## src/hdl/spc_params.svh

```systemverilog
`ifndef SPC_PARAMS_SVH
`define SPC_PARAMS_SVH
// ****************************************************************
// register placement
// ****************************************************************
`define SPC_ADDR_DATA   8'h57
`define SPC_IO_OFFS     8'h20
`define SPC_ADDR_IO     (`SPC_ADDR_DATA - `SPC_IO_OFFS)
`define SPC_CSR_RESET   8'h00
// ****************************************************************
// control/status bit positions
// ****************************************************************
`define SPC_B_IRQEN     7
`define SPC_B_BUSY      6
`define SPC_B_SIGNATURE_ROW_READ     5
`define SPC_B_REEN      4
`define SPC_B_LOCK      3
`define SPC_B_PGWR      2
`define SPC_B_PGER      1
`define SPC_B_EN        0
// ****************************************************************
// flash geometry
// ****************************************************************
`define SPC_PC_W        16
`define SPC_PAGE_WORDS  128
`define SPC_RWW_PAGES   9'd480
`define SPC_NONCONCURRENT_SECTION_START  16'hf000
`define SPC_BOOT_512    16'hfe00
`define SPC_BOOT_1K     16'hfc00
`define SPC_BOOT_2K     16'hf800
`define SPC_BOOT_4K     16'hf000
// ****************************************************************
// arming windows, in cycles
// ****************************************************************
`define SPC_SPM_WIN     4
`define SPC_LPM_WIN     3
`endif

```

## src/hdl/spc_pkg.sv

```systemverilog
package spc_pkg;
   // armed command kinds
   typedef enum logic [2:0] {
      SPC_CMD_NONE  = 3'b000,
      SPC_CMD_FILL  = 3'b001,
      SPC_CMD_ERASE = 3'b010,
      SPC_CMD_WRITE = 3'b011,
      SPC_CMD_LOCK  = 3'b100,
      SPC_CMD_REEN  = 3'b101,
      SPC_CMD_SIG   = 3'b110
   } spc_cmd_t;
   // sequencer states
   typedef enum logic [1:0] {
      SPC_ST_IDLE  = 2'b00,
      SPC_ST_ARMED = 2'b01,
      SPC_ST_BUSY  = 2'b10
   } spc_state_t;
endpackage

```

## src/hdl/spc_arm_window.sv

```systemverilog
`timescale 1ns/10ps
`default_nettype none
`include "spc_params.svh"
// ****************************************************************
// arming window timer: counts cycles since the arming write
// ****************************************************************
module spc_arm_window #(
   parameter int SPM_WIN = `SPC_SPM_WIN,
   parameter int LPM_WIN = `SPC_LPM_WIN
) (
   input  wire logic mclk,
   input  wire logic arst_n,
   input  wire logic arm,
   input  wire logic stop,
   output logic      spm_open,
   output logic      lpm_open,
   output logic      expire
);
   logic       active_q;   // window running
   logic [2:0] age_q;      // cycles since arming, 1 on first open cycle

   // age counter restarts on every arming write
   always_ff @(posedge mclk or negedge arst_n) begin
      if (!arst_n) begin
         active_q <= 1'b0;
         age_q    <= 3'h0;
      end else if (arm) begin
         active_q <= 1'b1;
         age_q    <= 3'h1;
      end else if (stop || expire) begin
         active_q <= 1'b0;
      end else if (active_q) begin
         age_q <= age_q + 3'h1;
      end
   end

   assign spm_open = active_q && (age_q <= 3'(SPM_WIN));
   assign lpm_open = active_q && (age_q <= 3'(LPM_WIN));
   // last open cycle passes unused: window closes at this edge
   assign expire   = active_q && (age_q == 3'(SPM_WIN)) && !stop && !arm;
endmodule
`default_nettype wire

```

## src/hdl/spc_selfprog_ctrl.sv

```systemverilog
`timescale 1ns/10ps
`default_nettype none
`include "spc_params.svh"
// Function
// - boot fuse picks boot size and start
// - concurrent section below 0xf000, 480 pages
// - 16-bit counter, 128-word pages
// - pointer high bits page, mid bits word
// - pointer bit 0 only byte-selects loads
// - register at 0x57, io 0x37, resets zero
// - ready irq while command enable clear
// - erase/write of concurrent section sets busy
// - busy clears on re-enable or fill
// - signature read via load, store ignored
// - re-enable store, never during running operation
// - re-enable write discards loaded buffer
// - lock-set store programs lock from low data
// - lock-set clears on completion or timeout
// - lock-set load returns lock or fuse
// - page write store writes buffer to page
// - page erase store erases selected page
// - enable alone fills buffer; held while busy
// - undefined command writes arm nothing; interrupt enable is still written
module spc_selfprog_ctrl (
   input  wire logic               mclk,
   input  wire logic               arst_n,
   // register access from the core
   input  wire logic [7:0]         io_addr,
   input  wire logic               io_space,
   input  wire logic               io_we,
   input  wire logic               io_re,
   input  wire logic [7:0]         io_wdata,
   output logic      [7:0]         io_rdata,
   // instruction strobes and operands
   input  wire logic               spm_exec,
   input  wire logic               lpm_exec,
   input  wire logic [16:0]        z_ptr,
   input  wire logic [7:0]         r0_data,
   input  wire logic [7:0]         r1_data,
   input  wire logic               global_irq_en,
   // fuses, lock bits, signature row
   input  wire logic [1:0]         boot_size_fuse,
   input  wire logic [7:0]         fuse_low,
   input  wire logic [7:0]         fuse_high,
   input  wire logic [7:0]         fuse_ext,
   input  wire logic [7:0]         lock_bits,
   output logic      [4:0]         sig_row_addr,
   input  wire logic [7:0]         sig_row_data,
   // flash array side
   input  wire logic               op_done,
   input  wire logic [15:0]        fetch_addr,
   output logic                    buf_we,
   output logic      [6:0]         buf_word,
   output logic      [15:0]        buf_data,
   output logic                    buf_discard,
   output logic                    page_erase_start,
   output logic                    page_write_start,
   output logic      [8:0]         page_sel,
   output logic                    lock_prog_start,
   output logic      [7:0]         lock_data,
   output logic                    rww_stall,
   output logic      [15:0]        boot_start,
   output logic                    lpm_valid,
   output logic      [7:0]         lpm_data,
   output logic                    ready_irq_req
);
   import spc_pkg::*;

   // ****************************************************************
   // helpers
   // ****************************************************************
   // register decode for both address spaces
   function automatic logic reg_hit(input logic [7:0] a, input logic io);
      reg_hit = io ? (a == `SPC_ADDR_IO) : (a == `SPC_ADDR_DATA);
   endfunction

   // map a control write onto a command, anything else is none
   function automatic spc_cmd_t cmd_of(input logic [5:0] w);
      case (w)
         6'h21:   cmd_of = SPC_CMD_SIG;
         6'h01:   cmd_of = SPC_CMD_FILL;
         6'h03:   cmd_of = SPC_CMD_ERASE;
         6'h05:   cmd_of = SPC_CMD_WRITE;
         6'h09:   cmd_of = SPC_CMD_LOCK;
         6'h11:   cmd_of = SPC_CMD_REEN;
         default: cmd_of = SPC_CMD_NONE;
      endcase
   endfunction

   // ****************************************************************
   // state
   // ****************************************************************
   spc_state_t state_q;         // sequencer state
   spc_cmd_t   cmd_q;           // armed or running command
   logic       irq_en_q;        // ready interrupt enable
   logic       busy_q;          // concurrent section busy
   logic       buf_loaded_q;    // temporary buffer holds data
   logic [7:0] csr;             // assembled register view
   logic       reg_wr;
   spc_cmd_t   wr_cmd;
   logic       arm;
   logic       spm_open;
   logic       lpm_open;
   logic       expire;
   logic       spm_hit;
   logic       lpm_hit;
   logic       read_cmd;
   logic       in_rww;          // pointer page lies in concurrent section
   logic       win_stop;        // a taken instruction other than a signature store closes the window

   assign reg_wr   = io_we && reg_hit(io_addr, io_space);
   assign wr_cmd   = cmd_of(io_wdata[5:0]);
   // a running operation locks out new commands
   assign arm      = reg_wr && (wr_cmd != SPC_CMD_NONE) && (state_q != SPC_ST_BUSY);
   // an arming write in the same cycle wins: it re-arms, so the strobe is not taken
   assign spm_hit  = (state_q == SPC_ST_ARMED) && spm_exec && spm_open && !arm;
   assign read_cmd = (cmd_q == SPC_CMD_SIG) || (cmd_q == SPC_CMD_LOCK);
   assign lpm_hit  = (state_q == SPC_ST_ARMED) && lpm_exec && lpm_open && read_cmd && !arm;
   // a signature store is a no-op, so the window keeps running for the load
   assign win_stop = lpm_hit || (spm_hit && cmd_q != SPC_CMD_SIG);
   assign in_rww   = z_ptr[16:8] < `SPC_RWW_PAGES;

   // ****************************************************************
   // arming window
   // ****************************************************************
   spc_arm_window #(
      .SPM_WIN (`SPC_SPM_WIN),
      .LPM_WIN (`SPC_LPM_WIN)
   ) u_win (
      .mclk     (mclk),
      .arst_n   (arst_n),
      .arm      (arm),
      .stop     (win_stop),
      .spm_open (spm_open),
      .lpm_open (lpm_open),
      .expire   (expire)
   );

   // ****************************************************************
   // sequencer
   // ****************************************************************
   // command enable shows as any non-idle state
   always_ff @(posedge mclk or negedge arst_n) begin
      if (!arst_n) begin
         state_q <= SPC_ST_IDLE;
         cmd_q   <= SPC_CMD_NONE;
      end else begin
         case (state_q)
            SPC_ST_IDLE: begin
               if (arm) begin
                  state_q <= SPC_ST_ARMED;
                  cmd_q   <= wr_cmd;
               end
            end
            SPC_ST_ARMED: begin
               if (arm) begin
                  // re-arm restarts the window with the new command
                  cmd_q <= wr_cmd;
               end else if (spm_hit) begin
                  case (cmd_q)
                     SPC_CMD_ERASE, SPC_CMD_WRITE, SPC_CMD_LOCK: begin
                        state_q <= SPC_ST_BUSY;
                     end
                     SPC_CMD_SIG: begin
                        state_q <= SPC_ST_ARMED;
                     end
                     default: begin
                        state_q <= SPC_ST_IDLE;
                        cmd_q   <= SPC_CMD_NONE;
                     end
                  endcase
               end else if (lpm_hit || expire) begin
                  state_q <= SPC_ST_IDLE;
                  cmd_q   <= SPC_CMD_NONE;
               end
            end
            SPC_ST_BUSY: begin
               // enable and the command bit stay up until the array is done
               if (op_done) begin
                  state_q <= SPC_ST_IDLE;
                  cmd_q   <= SPC_CMD_NONE;
               end
            end
            default: begin
               state_q <= SPC_ST_IDLE;
               cmd_q   <= SPC_CMD_NONE;
            end
         endcase
      end
   end

   // interrupt enable is writable whatever the command field holds
   always_ff @(posedge mclk or negedge arst_n) begin
      if (!arst_n) begin
         irq_en_q <= 1'(`SPC_CSR_RESET >> `SPC_B_IRQEN);
      end else if (reg_wr) begin
         irq_en_q <= io_wdata[`SPC_B_IRQEN];
      end
   end

   // section busy flag, set on launch, cleared by re-enable or fill
   always_ff @(posedge mclk or negedge arst_n) begin
      if (!arst_n) begin
         busy_q <= 1'b0;
      end else if (spm_hit && in_rww &&
                   (cmd_q == SPC_CMD_ERASE || cmd_q == SPC_CMD_WRITE)) begin
         busy_q <= 1'b1;
      end else if (spm_hit && (cmd_q == SPC_CMD_REEN || cmd_q == SPC_CMD_FILL)) begin
         busy_q <= 1'b0;
      end
   end

   // buffer occupancy, dropped by page write or a discard
   always_ff @(posedge mclk or negedge arst_n) begin
      if (!arst_n) begin
         buf_loaded_q <= 1'b0;
      end else if (spm_hit && cmd_q == SPC_CMD_FILL) begin
         buf_loaded_q <= 1'b1;
      end else if ((spm_hit && cmd_q == SPC_CMD_WRITE) ||
                   (arm && wr_cmd == SPC_CMD_REEN)) begin
         buf_loaded_q <= 1'b0;
      end
   end

   // ****************************************************************
   // array strobes and operands
   // ****************************************************************
   // one-cycle launch pulses with their operands captured alongside
   always_ff @(posedge mclk or negedge arst_n) begin
      if (!arst_n) begin
         buf_we           <= 1'b0;
         buf_word         <= 7'h00;
         buf_data         <= 16'h0000;
         buf_discard      <= 1'b0;
         page_erase_start <= 1'b0;
         page_write_start <= 1'b0;
         page_sel         <= 9'h000;
         lock_prog_start  <= 1'b0;
         lock_data        <= 8'h00;
      end else begin
         buf_we           <= spm_hit && cmd_q == SPC_CMD_FILL;
         buf_discard      <= arm && wr_cmd == SPC_CMD_REEN && buf_loaded_q;
         page_erase_start <= spm_hit && cmd_q == SPC_CMD_ERASE;
         page_write_start <= spm_hit && cmd_q == SPC_CMD_WRITE;
         lock_prog_start  <= spm_hit && cmd_q == SPC_CMD_LOCK;
         if (spm_hit) begin
            // z0 is ignored for every store; word bits pick the buffer slot
            buf_word  <= z_ptr[7:1];
            buf_data  <= {r1_data, r0_data};
            page_sel  <= z_ptr[16:8];
            lock_data <= r0_data;
         end
      end
   end

   // ****************************************************************
   // program-memory load return
   // ****************************************************************
   assign sig_row_addr = z_ptr[4:0];

   // z1:z0 pick the byte: 00 fuse low, 01 lock, 10 fuse ext, 11 fuse high
   always_ff @(posedge mclk or negedge arst_n) begin
      if (!arst_n) begin
         lpm_valid <= 1'b0;
         lpm_data  <= 8'h00;
      end else begin
         lpm_valid <= lpm_hit;
         if (lpm_hit && cmd_q == SPC_CMD_SIG) begin
            lpm_data <= sig_row_data;
         end else if (lpm_hit) begin
            case (z_ptr[1:0])
               2'b00:   lpm_data <= fuse_low;
               2'b01:   lpm_data <= lock_bits;
               2'b10:   lpm_data <= fuse_ext;
               default: lpm_data <= fuse_high;
            endcase
         end
      end
   end

   // ****************************************************************
   // status, interrupt, section map
   // ****************************************************************
   always_comb begin
      csr                = 8'h00;
      csr[`SPC_B_IRQEN]  = irq_en_q;
      csr[`SPC_B_BUSY]   = busy_q;
      csr[`SPC_B_SIGNATURE_ROW_READ]  = cmd_q == SPC_CMD_SIG;
      csr[`SPC_B_REEN]   = cmd_q == SPC_CMD_REEN;
      csr[`SPC_B_LOCK]   = cmd_q == SPC_CMD_LOCK;
      csr[`SPC_B_PGWR]   = cmd_q == SPC_CMD_WRITE;
      csr[`SPC_B_PGER]   = cmd_q == SPC_CMD_ERASE;
      csr[`SPC_B_EN]     = state_q != SPC_ST_IDLE;
   end

   // read data one cycle after the strobe; unmapped reads return zero
   always_ff @(posedge mclk or negedge arst_n) begin
      if (!arst_n) begin
         io_rdata <= `SPC_CSR_RESET;
      end else begin
         io_rdata <= (io_re && reg_hit(io_addr, io_space)) ? csr : 8'h00;
      end
   end

   // level request, held while enable is clear; core acks by masking
   always_ff @(posedge mclk or negedge arst_n) begin
      if (!arst_n) begin
         ready_irq_req <= 1'b0;
      end else begin
         ready_irq_req <= irq_en_q && global_irq_en && state_q == SPC_ST_IDLE;
      end
   end

   // fetches into the concurrent section stall while it is busy
   always_ff @(posedge mclk or negedge arst_n) begin
      if (!arst_n) begin
         rww_stall  <= 1'b0;
         boot_start <= `SPC_BOOT_512;
      end else begin
         rww_stall  <= busy_q && (fetch_addr < `SPC_NONCONCURRENT_SECTION_START);
         case (boot_size_fuse)
            2'b11:   boot_start <= `SPC_BOOT_512;
            2'b10:   boot_start <= `SPC_BOOT_1K;
            2'b01:   boot_start <= `SPC_BOOT_2K;
            default: boot_start <= `SPC_BOOT_4K;
         endcase
      end
   end
endmodule
`default_nettype wire

```

## config.mk

```make
export PLATFORM = sky130hd
export DESIGN_NAME = spc_selfprog_ctrl
export DESIGN_NICKNAME = d
export VERILOG_FILES = /design/src/hdl/spc_pkg.sv /design/src/hdl/spc_arm_window.sv /design/src/hdl/spc_selfprog_ctrl.sv
export VERILOG_INCLUDE_DIRS = /design/src /design/src/hdl
export SDC_FILE = /design/constraint.sdc
export NUM_CORES = 1
export LEC_CHECK = 0
export BUFFER_PORTS_ARGS = -buffer_cell sky130_fd_sc_hd__buf_2
export CAP_MARGIN = 20
export CORE_MARGIN = 2
export CORE_UTILIZATION = 44
export CTS_CLUSTER_DIAMETER = 200
export DETAILED_ROUTE_END_ITERATION = 8
export GPL_ROUTABILITY_DRIVEN = 0
export GPL_TIMING_DRIVEN = 1
export PLACE_DENSITY_LB_ADDON = 0.1
export SYNTH_ARGS = -nofsm -noshare
export SYNTH_HDL_FRONTEND = slang
export SYNTH_SLANG_ARGS = --single-unit
```

## constraint.sdc

```tcl
create_clock -name mclk -period 2.2 [get_ports mclk]
set_input_delay 0.11 -clock mclk [delete_from_list [all_inputs] [get_ports mclk]]
set_output_delay 0.11 -clock mclk [all_outputs]
set_load 0.005 [all_outputs]
```

* After elaboration in Yosys (flattened, before gate mapping) *
Cells that the tools add are included.

storage, ports and cells
  bits in registers = 89
  output and inout bits = 85
  memories = 0
  bits in read-only memories = 0
  bits of input ports = 116
  word-level logic and storage cells = 142
  RAM bits = 0
  latch bits = 0

operators by class
  bitwise logic cells = 0
  multiply operators = 0
  shift-type cells = 0
  reductions and logical operators = 53
  $add $sub $neg = 1
  order comparisons = 4
  multiplexer cells = 30
  equality and inequality tests = 32
  divide/modulo/power cells = 0

operators by type and width
  cell                                                 number
  one-hot mux 12 bit (3 select lines)                  1
  logical AND 1 bit                                    30
  2-to-1 mux 3 bit                                     9
  2-to-1 mux 8 bit                                     3
  one-hot mux 8 bit (3 select lines)                   1
  one-hot mux 3 bit (6 select lines)                   1
  less-than comparator 16 bit, second input constant   1
  equality test 3 bit, second input constant           5
  nonzero test 2 bit                                   6
  2-to-1 mux 2 bit                                     5
  inequality test 2 bit, second input constant         5
  less-than comparator 9 bit, second input constant    1
  one-hot mux 3 bit (3 select lines)                   1
  equality test 2 bit, second input constant           4
  equality test 8 x 6 -> 1 bit, second input constant  1
  equality test 8 x 7 -> 1 bit, second input constant  1
  AND reduction 4 bit                                  2
  logical OR 1 bit                                     7
  2-to-1 mux 1 bit                                     7
  equality test 2 x 1 -> 1 bit, second input constant  3
  equality test 3 x 2 -> 1 bit, second input constant  2
  equality test 6 x 1 -> 1 bit, second input constant  1
  equality test 6 x 2 -> 1 bit, second input constant  1
  equality test 6 x 3 -> 1 bit, second input constant  1
  other kinds (19)                                     21

* Longest topological paths before layout *
  depth in word-level cells = 17
  gate-level depth with buffers = 8
  gate-level depth less buffers = 8

* Hierarchy *
From an unflattened synthesis, not the netlist that was laid out.

unflattened totals
  cells, all modules = 294
  area total of the unflattened synthesis = 3488.3 sq um

modules (own cells, without submodules)
  module             area each (sq um)  seq. area each (sq um)  cells each  instances
  spc_selfprog_ctrl  3233.1             1680.4                  267         1
  spc_arm_window     255.2              100.1                   27          1

* Least setup slack after synthesis *
Ideal clock, no wire load.

  kind = input to register
  from = in io_space
  to = reg cmd_q[0]
  path buffers = 0
  slack = 216 ps
  setup time = 125 ps
  cell stages on the path = 6
  arrival time = 1859 ps
  cells stage by stage = or3b_4 -> a2111oi_4 -> nand3_2 -> a21boi_0 -> o221ai_1 -> mux2_2

between the ends
  longest elaborated chain between the ends = 14
  elaborated cells between the ends (all ways) = 20

ends and longest elaborated chain
  what                                      line                                                                      RTL
  start, declared                           spc_selfprog_ctrl.sv:29                                                   input wire logic io_space,
  2-to-1 mux 1 bit *                        spc_selfprog_ctrl.sv:74                                                   reg_hit = io ? (a == `SPC_ADDR_IO) : (a == `SPC_ADDR_DATA);
  logical AND 1 bit *                       spc_selfprog_ctrl.sv:111                                                  assign reg_wr = io_we && reg_hit(io_addr, io_space);
  logical AND 1 bit * (2 in series)         spc_selfprog_ctrl.sv:114                                                  assign arm = reg_wr && (wr_cmd != SPC_CMD_NONE) && (state_q != SPC_ST_BUSY);
  logical NOT 1 bit                         spc_arm_window.sv:40, spc_selfprog_ctrl.sv:116, spc_selfprog_ctrl.sv:118
  logical AND 1 bit                         spc_selfprog_ctrl.sv:116                                                  assign spm_hit = (state_q == SPC_ST_ARMED) && spm_exec && spm_open && !arm;
  logical AND 1 bit                         spc_selfprog_ctrl.sv:120                                                  assign win_stop = lpm_hit || (spm_hit && cmd_q != SPC_CMD_SIG);
  logical OR 1 bit                          spc_selfprog_ctrl.sv:120
  logical NOT 1 bit                         spc_arm_window.sv:40                                                      assign expire = active_q && (age_q == 3'(SPM_WIN)) && !stop && !arm;
  logical AND 1 bit (2 in series)           spc_arm_window.sv:40
  logical OR 1 bit                          spc_selfprog_ctrl.sv:172                                                  end else if (lpm_hit || expire) begin
  inequality test 4 x 3 -> 1 bit (no line)  -
  AND reduction 4 bit (no line)             -
  end signal, assigned                      spc_selfprog_ctrl.sv:152                                                  cmd_q <= wr_cmd;
  end signal, assigned                      spc_selfprog_ctrl.sv:158                                                  cmd_q <= wr_cmd;
  end, declared                             spc_selfprog_ctrl.sv:94                                                   spc_cmd_t cmd_q;

Every way passes the cells marked *; elsewhere a longest branch is shown, timed or not.
A chain may end at the register's enable or synchronous reset.

* Worst setup path after layout *
  from = reg u_win.age_q[0]
  to = reg cmd_q[0]

between the ends
  longest elaborated chain between the ends = 12
  elaborated cells between the ends (all ways) = 23

ends and longest elaborated chain
  what                                                                                       line                                                RTL
  start, declared                                                                            spc_arm_window.sv:20                                logic [2:0] age_q;
  start signal, assigned                                                                     spc_arm_window.sv:33                                age_q <= age_q + 3'h1;
  less-or-equal comparator 3 x 2 -> 1 bit or less-or-equal comparator 3 bit (tied branches)  spc_arm_window.sv:38, spc_arm_window.sv:37
  logical AND 1 bit, on equally long branches                                                spc_arm_window.sv:38, spc_arm_window.sv:37
  logical AND 1 bit, on equally long branches (2 in series)                                  spc_selfprog_ctrl.sv:118, spc_selfprog_ctrl.sv:116
  logical AND 1 bit, on equally long branches                                                spc_selfprog_ctrl.sv:118, spc_selfprog_ctrl.sv:120
  logical OR 1 bit                                                                           spc_selfprog_ctrl.sv:120
  logical NOT 1 bit                                                                          spc_arm_window.sv:40
  logical AND 1 bit (2 in series)                                                            spc_arm_window.sv:40
  logical OR 1 bit                                                                           spc_selfprog_ctrl.sv:172
  inequality test 4 x 3 -> 1 bit (no line)                                                   -
  AND reduction 4 bit (no line)                                                              -

Parallel ways exist; a longest one is shown, timed or not.

==> results.toml <==
[detailed_routing]
wl_mm = 7.793
postRouteAntennaNets = 0
vias = 2820
drt-initial-drc-count = 68
drc = 0
dr.pass1.iters = 4
drt-vias-per-instance = 4.804
wl_per_cell_microns = 13.28

[sta]
tns_ns = 0
finalSetupViolCount = 0
finClkSkew_ns = 0.01142
timing.fmax_mhz = 502.9
slew_violations = 0
fin_crit_ns = 1.989
grt_setup_unrepaired = "false"
fin_crit_sh_pct = 90.39
final_hold_viol_count = 0

[place]
hpwl_mm = 6.037
io_buffers = 174
dpl_cell_area_sq_mm = 0.004363

[logic_synthesis]
synthSimpleGateAreaFrac_pct = 9.989
ys_ff_latch = 71
async_flop_share_pct = 100.0
ys_warn_count = 0
syn_area_sq_mm = 0.003432
synth-main-ff-cell = "dfrtp_1"
synth-xor-area-share_pct = 0.7656
synth.distinct_cells = 51
synth-adder-area-share_pct = 1.385
synth.yosys.seq_area_share_pct = 51.88
syn_area_per_cell_sq_um = 12.13
synth_edf_count = 0
syn_inst = 283
muxShareOfSynthArea_pct = 20.27
synth_top_family_by_area = "multiplexers"
synth-compound-area-share_pct = 7.109

[clock_network]
htree_num_levels = 3
cts_buffers = 9
cts.clk_slew.worst_paths_ns = 0.07
cts.sinks = 71
postCtsSetupBuffers = 0
clk_latency_ns = 0.34
cts_root_buf = "clkbuf_8"
cts_buffer_depth = 2
cts_tree = "yes"

[grt]
grt_overflow_total = 0
grt_use_total_pct = 18.35
grt_pass1_vias = 2725
antenna_found_initial = 0
grt_max_degree = 34
grt_pass1_wl_mm = 12.32

[setup_path]
cp.required_ns = 2.41
crit_type = "register to register"
crit_slowest_cell = "dfrtp_1"
worstPathArrival_ns = 2.20
cp.buffers_inverters = 0
path_max_fanout = 3
critical-path-top-delay-family = "compound AO/OA/AOI/OAI gates"
cpMostUsedCell = "ha_1"
critical_path.max_stage_delay_ns = 0.40
path_cells = "ha_1 > ha_1 > o2111ai_2 > nand4b_1 > a21boi_0 > o221ai_1 > mux2_2"
critPathLaunchType = "register"
endpoint_kind = "register"

[pwr]
clkPwrFrac_pct = 38.4
leakagePower_uw = 0.002697
p_per_area_mw_per_mm2 = 555.0
peakVddDrop_mv = 0.2744
p_sw_uw = 625.4
switching_share_pct = 23.33
p_int_uw = 2055
seq_power_share_pct = 50.0
combPwrFrac_pct = 11.6

[die]
core_area_sq_mm = 0.007647
die_x_microns = 92.32
initial_core_util_pct = 44.88
rows = 32
ios = 201
die_h_microns = 92.32
die_area_sq_mm = 0.008523

[final_layout]
diodes = 0
final_nets = 599
syn2layout_area_growth_pct = 40.72
final_cell_area_sq_mm = 0.004830
drive_gt1_share_pct = 53.81

[flow_run]
cap_violations = 0

[worst_hold_path]
min_path_type = "primary input to register"

[run_status]
status = "finished clean"
==> stage by stage <==
stage          total power [uW]  std cells  utilization [%]  hold WS, ns  setup WS [ns]
2_1_floorplan              1507        294                -      -0.1856         0.2163
6_report                   2680        587            63.15      0.01186         0.2114
5_1_grt                    2814        587            63.15     0.003433        0.06135
3_3_place_gp               1634        545            57.05      0.04382        0.04331
3_5_place_dp               1645        545            57.05      0.04421        0.01815
4_1_cts                    2710        587            63.07    0.0005534         0.1605
==> cell families after synthesis <==
family,count (synthesis)
other,2
AO/OA/AOI/OAI,35
multiplexers,55
adder cells (fa/ha/maj),4
buffers and inverters,49
flip-flops,71
AND/OR/NAND/NOR,64
XOR/XNOR,3
==> power groups by stage <==
| stage | Sequential [uW] | Clock (uW) | Combinational, uW |
|---|---|---|---|
| 2_1_floorplan | 1360 | 0 | 146 |
| 3_3_place_gp | 1360 | 0 | 270 |
| 3_5_place_dp | 1370 | 0 | 280 |
| 4_1_cts | 1340 | 1050 | 316 |
| 5_1_grt | 1340 | 1120 | 350 |
| 6_report | 1340 | 1030 | 310 |
==> layout make-up <==
cell class,instances,area [sq um]
Clock buffer,11,141.4
Clock inverter,5,58.81
Fill cell,647,2818
Inverter,10,37.54
Multi-Input combinational cell,174,1423
Sequential cell,71,1780
Tap cell,102,127.6
Timing Repair Buffer,214,1261
==> synth_stat cells, types with 2 or more instances <==
cell type   n  area share [%]
dfrtp_1    68              50
mux2_2     36              12
buf_4      26             5.7
nand2_1    22             2.4
o21ai_0    18             2.6
mux2i_1    11             3.2
inv_1      10             1.1
nor2_1     10             1.1
mux4_2      8             5.2
nor3_1      8             1.2
clkbuf_1    7            0.77
buf_2       5            0.73
dfstp_2     3             2.3
ha_1        3             1.1
a21oi_1     2            0.29
and3_1      2            0.36
conb_1      2            0.22
nand3b_1    2            0.44
nand4_1     2            0.36
nor2b_1     2            0.36
nor4_1      2            0.36
o21bai_1    2            0.44
or2_2       2            0.36
or4_1       2            0.44
xor2_1      2            0.51
==> state kept, by name (all words and copies together), names as in the netlist <==
name,count
u_win.age_q,3
page_sel,9
cmd_q,3
buf_discard,1
page_erase_start,1
io_rdata,8
buf_loaded_q,1
u_win.active_q,1
busy_q,1
irq_en_q,1
lock_prog_start,1
boot_start,3
lpm_data,8
page_write_start,1
buf_we,1
state_q,2
rww_stall,1
buf_word,7
buf_data,16
ready_irq_req,1
lpm_valid,1
==> what timing repair did <==
item                                   4_1_cts  5_1_grt
hold buffers                                26        0
resized for setup                            0        1
endpoints found under the hold margin       38        0
setup endpoints to repair                    0        2
==> metal layers <==
layer  wire length, microns  track usage (%)  part of all wire, %
met1                   3090            21.50                   40
met2                   4015            32.60                   52
met5                      0                0                    0
met4                    119            7.960                  1.5
met3                    568            3.662                  7.3
==> cells in the final DEF, fill, tap and decap left out, types with 11 or more instances in the layout <==
cell type      count
conb_1            13
o21ai_0           18
buf_4             12
buf_2            174
mux2i_1           11
nand2_1           22
mux2_2            36
dfrtp_1           68
dlygate4sd3_1     26
==> worst paths after layout <==
check | cells after the start | slack (ns) | to | startpoint
worst max-delay path | 7 | 0.21 | cmd_q[0]$_DFFE_PN0P_ | u_win.age_q[0]$_DFFE_PN0P_
worst min-delay path | 2 | 0.01 | buf_word[5]$_DFFE_PN0N_ | z_ptr[6]
worst max register to register | 7 | 0.21 | cmd_q[0]$_DFFE_PN0P_ | u_win.age_q[0]$_DFFE_PN0P_
worst min register to register | 2 | 0.49 | lpm_data[2]$_DFFE_PN0P_ | lpm_data[2]$_DFFE_PN0P_
max in group asynchronous | 3 | 1.35 | boot_start[10]$_DFF_PN1_ | arst_n
min in group asynchronous | 2 | 0.20 | page_sel[5]$_DFFE_PN0N_ | arst_n
Note: power is estimated with default switching activity, not from simulation.
